### src/verilog/plg_pkg.sv
// Shared constants, states and carriers for the PLL lock detector and break guard
package plg_pkg;

    // ==========================================================
    // Counter widths and defaults
    // ==========================================================
    localparam int CNT_W = 16;             // Width of divider and confirmation counters
    localparam int REF_DIV_DEF = 8;        // System clocks per reference-divider tick
    localparam int N_ACQ_DEF = 8;          // Reference ticks to confirm tracking tolerance
    localparam int N_TRK_DEF = 8;          // Reference ticks to confirm lock tolerance
    localparam logic [15:0] CNT_ZERO = 16'h0000;
    localparam logic [15:0] CNT_ONE = 16'h0001;

    // ==========================================================
    // Reset values
    // ==========================================================
    localparam logic BRK_CLR_EN_RST = 1'b0; // Break clear enable resets to guarding
    localparam logic TRK_RST = 1'b0;       // Tracking indicator resets to acquisition
    localparam logic LOCK_RST = 1'b0;      // Lock indicator resets to unlocked
    localparam logic FLAG_RST = 1'b0;      // Lock-change flag resets clear

    // ==========================================================
    // Loop phases in automatic bandwidth mode
    // ==========================================================
    typedef enum logic [1:0] {
        PLG_ACQ,
        PLG_TRACK,
        PLG_LOCKED
    } plg_phase_t;

    // ==========================================================
    // Status carrier seen by software
    // ==========================================================
    typedef struct packed {
        logic trk;                         // Tracking indicator, 1 = tracking
        logic lock;                        // Lock indicator, 1 = locked
        logic flag;                        // Lock-change flag
        logic irq;                         // Interrupt request
        logic brk_clr_en;                  // Break clear enable
    } plg_status_t;

    // ==========================================================
    // Whole state of the block
    // ==========================================================
    typedef struct packed {
        logic trk_s1;                      // Tracking-tolerance synchroniser, first stage
        logic trk_s2;                      // Tracking-tolerance synchroniser, second stage
        logic lck_s1;                      // Lock-tolerance synchroniser, first stage
        logic lck_s2;                      // Lock-tolerance synchroniser, second stage
        logic [15:0] div;                  // Reference divider
        logic tick;                        // One-cycle reference enable
        logic [15:0] cnt;                  // Confirmation counter
        plg_phase_t phase;                 // Loop phase
        plg_status_t st;                   // Software-visible status
    } plg_state_t;

endpackage

### src/verilog/plg_lock_guard.sv
// PLL acquisition/lock detector with break-state flag protection
`timescale 1ns/1ps
// What this block does
// - Break clear enable 1: clears work normally
// - Cleared flag stays cleared after break
// - Break clear enable resets 0, guards flag
// - Guarded break: control accesses keep flag
// - Tracking bit set when acquisition confirmed
// - Lock bit set when lock confirmed
// - Tracking tolerance confirmed over fixed ticks
// - Lock tolerance confirmed over fixed ticks
// - Every lock change in auto mode sets flag, maybe interrupt
// - Reset clears tracking bit, acquisition mode
module plg_lock_guard #(
    parameter int REF_DIV = plg_pkg::REF_DIV_DEF,
    parameter int N_ACQ = plg_pkg::N_ACQ_DEF,
    parameter int N_TRK = plg_pkg::N_TRK_DEF
) (
    // Clock and reset
    input wire logic clk,
    input wire logic reset_n,
    // Analog comparator levels, asynchronous
    input wire logic in_trk_tol,
    input wire logic in_lock_tol,
    // Configuration from the bandwidth and control registers
    input wire logic pll_on,
    input wire logic auto_mode,
    input wire logic manual_trk,
    input wire logic pll_irq_en,
    // Control register access strobes, one cycle each
    input wire logic pll_control_reg_rd,
    input wire logic pll_control_reg_wr,
    // Break flag register write
    input wire logic break_flag_ctrl_reg_wr,
    input wire logic break_clear_enable_wdata,
    // Debug break state level
    input wire logic break_state,
    // Status outputs
    output logic trk_ind,
    output logic lock_ind,
    output logic pll_lock_change_flag,
    output logic pll_irq,
    output logic break_clear_enable
);

    // ==========================================================
    // State registers
    // ==========================================================
    plg_pkg::plg_state_t state_reg;        // Registered state
    plg_pkg::plg_state_t state_next;       // Next state
    logic clear_ok;                        // A flag clear is allowed this cycle
    logic lock_change;                     // Lock indicator changes this cycle

    // Terminal test for a counter against a count, used for both phases
    function automatic logic cnt_done(input logic [15:0] c, input int n);
        cnt_done = (c == 16'(n - 1));
    endfunction

    // ==========================================================
    // Next-state logic
    // ==========================================================
    always_comb
    begin
        state_next = state_reg;
        clear_ok = 1'b0;
        lock_change = 1'b0;
        // Two-stage synchronisers; first stage feeds only the second
        state_next.trk_s1 = in_trk_tol;
        state_next.trk_s2 = state_reg.trk_s1;
        state_next.lck_s1 = in_lock_tol;
        state_next.lck_s2 = state_reg.lck_s1;
        // Reference divider makes a one-cycle enable
        state_next.tick = 1'b0;
        if (cnt_done(state_reg.div, REF_DIV))
        begin
            state_next.div = plg_pkg::CNT_ZERO;
            state_next.tick = 1'b1;
        end
        else
        begin
            state_next.div = state_reg.div + plg_pkg::CNT_ONE;
        end
        // Loop phase sequencing
        if (!pll_on || !auto_mode)
        begin
            // Manual or off: detector idles in acquisition
            state_next.phase = plg_pkg::PLG_ACQ;
            state_next.cnt = plg_pkg::CNT_ZERO;
        end
        else if (state_reg.tick)
        begin
            case (state_reg.phase)
                plg_pkg::PLG_ACQ:
                begin
                    if (!state_reg.trk_s2)
                    begin
                        state_next.cnt = plg_pkg::CNT_ZERO;
                    end
                    else if (cnt_done(state_reg.cnt, N_ACQ))
                    begin
                        state_next.cnt = plg_pkg::CNT_ZERO;
                        state_next.phase = plg_pkg::PLG_TRACK;
                    end
                    else
                    begin
                        state_next.cnt = state_reg.cnt + plg_pkg::CNT_ONE;
                    end
                end
                plg_pkg::PLG_TRACK:
                begin
                    if (!state_reg.trk_s2)
                    begin
                        // Large error again: fall back to acquisition
                        state_next.cnt = plg_pkg::CNT_ZERO;
                        state_next.phase = plg_pkg::PLG_ACQ;
                    end
                    else if (!state_reg.lck_s2)
                    begin
                        state_next.cnt = plg_pkg::CNT_ZERO;
                    end
                    else if (cnt_done(state_reg.cnt, N_TRK))
                    begin
                        state_next.cnt = plg_pkg::CNT_ZERO;
                        state_next.phase = plg_pkg::PLG_LOCKED;
                    end
                    else
                    begin
                        state_next.cnt = state_reg.cnt + plg_pkg::CNT_ONE;
                    end
                end
                plg_pkg::PLG_LOCKED:
                begin
                    // Leaving lock tolerance drops lock at once
                    state_next.cnt = plg_pkg::CNT_ZERO;
                    if (!state_reg.trk_s2)
                    begin
                        state_next.phase = plg_pkg::PLG_ACQ;
                    end
                    else if (!state_reg.lck_s2)
                    begin
                        state_next.phase = plg_pkg::PLG_TRACK;
                    end
                end
                default:
                begin
                    state_next.phase = plg_pkg::PLG_ACQ;
                    state_next.cnt = plg_pkg::CNT_ZERO;
                end
            endcase
        end
        // tracking indicator follows phase; manual shows software bit
        if (auto_mode)
        begin
            state_next.st.trk = (state_next.phase != plg_pkg::PLG_ACQ);
        end
        else
        begin
            state_next.st.trk = manual_trk;
        end
        // lock indicator set once lock confirmed, reads 0 in manual
        state_next.st.lock = auto_mode && (state_next.phase == plg_pkg::PLG_LOCKED);
        // break clear enable written only by its register
        if (break_flag_ctrl_reg_wr)
        begin
            state_next.st.brk_clr_en = break_clear_enable_wdata;
        end
        // guarded break blocks the read-to-clear of the flag
        clear_ok = pll_control_reg_rd && (!break_state || state_reg.st.brk_clr_en);
        // any lock change in auto mode sets the flag; set wins over clear
        lock_change = auto_mode && (state_next.st.lock != state_reg.st.lock);
        if (!auto_mode)
        begin
            state_next.st.flag = 1'b0;
        end
        else if (lock_change)
        begin
            state_next.st.flag = 1'b1;
        end
        else if (clear_ok)
        begin
            // clear acts normally; nothing restores it
            state_next.st.flag = 1'b0;
        end
        state_next.st.irq = state_next.st.flag && pll_irq_en && auto_mode;
    end

    // ==========================================================
    // State register
    // ==========================================================
    always_ff @(posedge clk or negedge reset_n)
    begin
        if (!reset_n)
        begin
            state_reg.trk_s1 <= 1'b0;
            state_reg.trk_s2 <= 1'b0;
            state_reg.lck_s1 <= 1'b0;
            state_reg.lck_s2 <= 1'b0;
            state_reg.div <= plg_pkg::CNT_ZERO;
            state_reg.tick <= 1'b0;
            state_reg.cnt <= plg_pkg::CNT_ZERO;
            state_reg.phase <= plg_pkg::PLG_ACQ;
            state_reg.st.trk <= plg_pkg::TRK_RST;
            state_reg.st.lock <= plg_pkg::LOCK_RST;
            state_reg.st.flag <= plg_pkg::FLAG_RST;
            state_reg.st.irq <= 1'b0;
            state_reg.st.brk_clr_en <= plg_pkg::BRK_CLR_EN_RST;
        end
        else
        begin
            state_reg <= state_next;
        end
    end

    // Outputs straight from flip-flops
    assign trk_ind = state_reg.st.trk;
    assign lock_ind = state_reg.st.lock;
    assign pll_lock_change_flag = state_reg.st.flag;
    assign pll_irq = state_reg.st.irq;
    assign break_clear_enable = state_reg.st.brk_clr_en;
endmodule // plg_lock_guard

### config.mk
export PLATFORM = sky130hd
export DESIGN_NAME = plg_lock_guard
export DESIGN_NICKNAME = d
export VERILOG_FILES = /design/src/verilog/plg_pkg.sv /design/src/verilog/plg_lock_guard.sv
export SDC_FILE = /design/constraint.sdc
export NUM_CORES = 1
export LEC_CHECK = 0
export BUFFER_PORTS_ARGS = -buffer_cell sky130_fd_sc_hd__buf_2
export CELL_PAD_IN_SITES_DETAIL_PLACEMENT = 0
export CELL_PAD_IN_SITES_GLOBAL_PLACEMENT = 1
export CORE_ASPECT_RATIO = 0.7
export CORE_UTILIZATION = 50
export DETAILED_ROUTE_END_ITERATION = 16
export PLACE_DENSITY_LB_ADDON = 0.3
export SLEW_MARGIN = 10
export SYNTH_ARGS = -nofsm -noshare
export SYNTH_HDL_FRONTEND = slang
export SYNTH_SLANG_ARGS = --single-unit
### constraint.sdc
create_clock -name clk -period 4 [get_ports clk]
set_input_delay 0.6 -clock clk [delete_from_list [all_inputs] [get_ports clk]]
set_output_delay 0.6 -clock clk [all_outputs]
set_load 0.1 [all_outputs]
==> results.md <==
Run status:
- The flow ran to the end, and the final reports show no timing, DRC or antenna violations.

Logic synthesis:
- The number of distinct library cells after synthesis is 46.
- The number of enable flip-flop cells after synthesis is 0.
- In the post-synthesis netlist, the biggest area contributors are sky130_fd_sc_hd__dfrtp_1 49%, sky130_fd_sc_hd__a31oi_1 3.6%, sky130_fd_sc_hd__xor2_1 3.1%, sky130_fd_sc_hd__nand3_1 2.9%, sky130_fd_sc_hd__nand4_1 2.8%.
- The share of the synthesized area in the top cell type is 49.2%.
- The async set or reset register ratio after synthesis is 100%.
- The cell type with the highest aggregate area in the netlist is sky130_fd_sc_hd__dfrtp_1.
- Synthesis produced a netlist with a net count of 235.
- Sorting the synthesized cells by how often they occur yields 44 x sky130_fd_sc_hd__dfrtp_1, 14 x sky130_fd_sc_hd__nand2_1, 13 x sky130_fd_sc_hd__a31oi_1, 13 x sky130_fd_sc_hd__nand3_1, 12 x sky130_fd_sc_hd__nor2_1.
- The mapped netlist covers 2240 um^2.
- The most common cell in the netlist is sky130_fd_sc_hd__dfrtp_1.
- A synthesized cell averages 10.2 um^2.
- The number of warnings issued by yosys is 0.
- Sequential cells were found to cover 49.2% of the synthesized design area.
- The most instantiated flip-flop cell in the synthesis netlist is sky130_fd_sc_hd__dfrtp_1.
- The synthesized design contains 44 register bits.
- Synthesis handed over a netlist of 220 instances.

Route:
- The first-pass iteration count of the detailed router is 5.
- In the routed layout, each cell is associated on average with a via count of 6.44.
- The detailed-route via count is 1836.
- For this run, design rule violations remaining after detail routing come to 0.
- The number of DRC markers in iteration 0 is 215.
- The routed design has 4660 um of wire.
- Once detail routing completed, the nets flagged for antenna violations numbered 0.
- The wire length per cell is 16.4 um.

STA:
- Adding up every negative setup slack in the final design gives 0 ns.
- The final-report hold violation count is 0.
- Static timing analysis puts the maximum clock frequency at 434 MHz.
- The final critical path takes up 57.6% of the cycle.
- On the final layout, the worst clock skew is 0.0128 ns.
- The number of max-slew violations in the final report is 0.
- Setup repair after global routing left no endpoint under its margin.
- Setup violations remaining at the end of the flow were counted as 0.
- The clock period minus final worst setup slack is 2.31 ns.
- For the pin with the worst max-slew slack, the measured transition is 0.953 ns.
- The worst pin sits at a relative slew slack of 36.4%.

Critical path:
- The launching element type of the critical path is a flop.
- The required time of the critical path is 4.14 ns.
- The endpoint of the worst register-to-register path is pll_irq$_DFF_PN0_.
- The critical path capture point type is a flop.
- The worst register-to-register path begins at state_reg[7]$_DFFE_PN0P_.
- For the worst setup path, the data arrival time is 2.45 ns.
- Counting cells, the worst reg-to-reg path comes to 5.
- The worst setup path is of the reg2reg kind.
- Along the worst path, the maximum fanout reaches 11.
- The reg2reg setup slack is 1.69 ns.

Min path:
- The startpoint of the lowest-slack hold path is state_next[42]$_DFF_PN0_.
- The endpoint of the worst hold path is state_reg[42]$_DFF_PN0_.
- The min-delay analysis places its worst path in the category reg2reg.
- The worst hold path was traced through 0 stages.

Pwr:
- VDD sags by at most 0.207 mV.
- Dividing total power by cell area gives a power density of 350 nW/um^2.
- Summed over all cells, the static leakage comes to 1.08 nW.

Floorplan:
- In this run the core area contains 19 standard-cell rows.
- The region available for standard cell placement spans 4090 um^2.
- The die width is 81.9 um.
- The starting density of the core is 54.7%.
- The y dimension of the die is 58.0 um.
- 18 I/O pins were placed.
- The die area is 4750 um^2.

Final layout:
- The final-layout fill cell count is 351.
- The area growth from synthesis to layout is 9.68%.
- At the end of the flow, the number of nets in the layout was 247.
- The proportion of layout cells with a drive suffix above 1 is 12.9%.
- The final instance count without filler cells is 285.
- The count of antenna diodes in the layout is 0.
- The area of all placed cells without fillers is 2450 um^2.
- Cells fill 60.0% of the core in the end.
- The number of flip-flops in the largest register is 37.

Place:
- The cell area reported after detailed placement is 2330 um^2.
- The count of input and output buffers is 16.
- Detailed placement ended at an HPWL of 3300 um.
- The number of placed instances, taps included, is 277.
- At the end of routability-driven placement, the weighted congestion stood at 0.877.

Flow run:
- The max-cap check violation count is 0.

Clocking:
- The clock passes through at most 2 buffers.
- Post-CTS repair changed the size of 0 cells.
- The post-cts hold buffer count is 0.
- The clock root buffer master is sky130_fd_sc_hd__clkbuf_8.
- Clock-pin slew was measured on the worst setup and hold paths at 0.08 ns.
- The later-pin clock latency in the skew report is 0.30 ns.
- The H-tree generated during clock tree synthesis spans 2 levels.
- Post-CTS timing repair inserted 0 buffers for setup.
- Clock tree synthesis inserted a total of 5 buffers.
- TritonCTS built the clock tree.
- The clock net sink count is 44.

GRT:
- The global-route congestion overflow total is 0.
- The initial antenna violation count is 0.
- The first global-routing pass estimated 7520 um of wire.
- The global-route usage over all layers is 21.2%.
- The pin count of the biggest net entering global routing is 45.
- The via count of the first global-routing pass came to 1643.
-- per-stage QoR --
stage                     power (mW)  worst slack, ns  hold slack [ns]
after floorplan                0.479             2.09            0.304
after global placement         0.497             1.79            0.339
final                          0.858             1.69            0.354
after CTS                      0.866             1.75            0.355
after global routing           0.892             1.44            0.372
after detailed placement       0.498             1.78            0.337
-- per-layer routing --
layer | track usage, % | vias up | share of wire, % | routed length [um]
met4 | 6.52 | 0 | 0.77 | 36
met1 | 30.9 | 894 | 49 | 2310
li1 | - | 863 | - | -
met2 | 30.6 | 74 | 42 | 1970
met5 | 0 | - | 0 | 0
met3 | 6.14 | 5 | 7.4 | 346
-- cell usage in the layout, fill, tap and decap left out, types with 3 or more instances in the layout --
cell type and count:
sky130_fd_sc_hd__buf_2 16, sky130_fd_sc_hd__or3_1 6, sky130_fd_sc_hd__nor3_1 9, sky130_fd_sc_hd__and4_1 4, sky130_fd_sc_hd__clkbuf_8 7, sky130_fd_sc_hd__nand2_1 14
sky130_fd_sc_hd__a22o_1 5, sky130_fd_sc_hd__inv_1 5, sky130_fd_sc_hd__nand3_1 13, sky130_fd_sc_hd__o21ai_0 5, sky130_fd_sc_hd__xnor2_1 7, sky130_fd_sc_hd__nor2_1 12
sky130_fd_sc_hd__or4_1 4, sky130_fd_sc_hd__mux2_2 3, sky130_fd_sc_hd__nor4_1 10, sky130_fd_sc_hd__xor2_1 8, sky130_fd_sc_hd__nand2b_1 5, sky130_fd_sc_hd__a31oi_1 13
sky130_fd_sc_hd__nand4_1 10, sky130_fd_sc_hd__dfrtp_1 44, sky130_fd_sc_hd__and3_1 3
-- cells by family (layout without fill, tap and decap cells) --
group / after synthesis / count (layout) / share of synthesized area (%)
and+or+nand+nor: 102 / 102 / 26.6
DFF: 44 / 44 / 49.2
AOI/OAI and AO/OA: 38 / 38 / 12.3
buffers and inverters: 16 / 29 / 3.30
xor gates and xnor gates: 15 / 15 / 5.88
muxes: 3 / 3 / 1.51
adders and majority gates: 2 / 2 / 1.12
-- final cells by class --
type                            count  area, um^2  area share (%)
Inverter                            5        18.8           0.765
Sequential cell                    44        1100            44.9
Clock inverter                      1        30.0            1.22
Tap cell                           52        65.1            2.65
Multi-Input combinational cell    160        1060            43.3
Clock buffer                        7        96.3            3.93
Timing Repair Buffer               16        80.1            3.27
-- report_power, final --
group | internal [mW] | switching (mW) | total, mW
sequential | 0.448 | 0.00269 | 0.451
combinational | 0.00889 | 0.0284 | 0.0373
clock | 0.220 | 0.149 | 0.370
total | 0.678 | 0.180 | 0.858
-- critical path: stages (launching register included) --
cell and delay (ns):
sky130_fd_sc_hd__dfrtp_1 0.41, sky130_fd_sc_hd__ha_1 0.27, sky130_fd_sc_hd__nor4bb_1 0.34, sky130_fd_sc_hd__nand4_1 0.48, sky130_fd_sc_hd__nor4b_1 0.55, sky130_fd_sc_hd__nor4b_1 0.11
-- how the worst max path moves through the flow --
stage,cells past startpoint,endpoint,start,slack [ns]
floorplan,4,pll_irq$_DFF_PN0_,break_clear_enable$_DFFE_PN0P_,2.09
global placement,5,pll_irq$_DFF_PN0_,state_reg[7]$_DFFE_PN0P_,1.79
detailed placement,5,pll_irq$_DFF_PN0_,state_reg[8]$_DFFE_PN0P_,1.78
CTS,5,pll_irq$_DFF_PN0_,state_reg[8]$_DFFE_PN0P_,1.75
global route,5,pll_irq$_DFF_PN0_,state_reg[7]$_DFFE_PN0P_,1.44
finish,5,pll_irq$_DFF_PN0_,state_reg[7]$_DFFE_PN0P_,1.69
(Power assumes the default switching activity.)
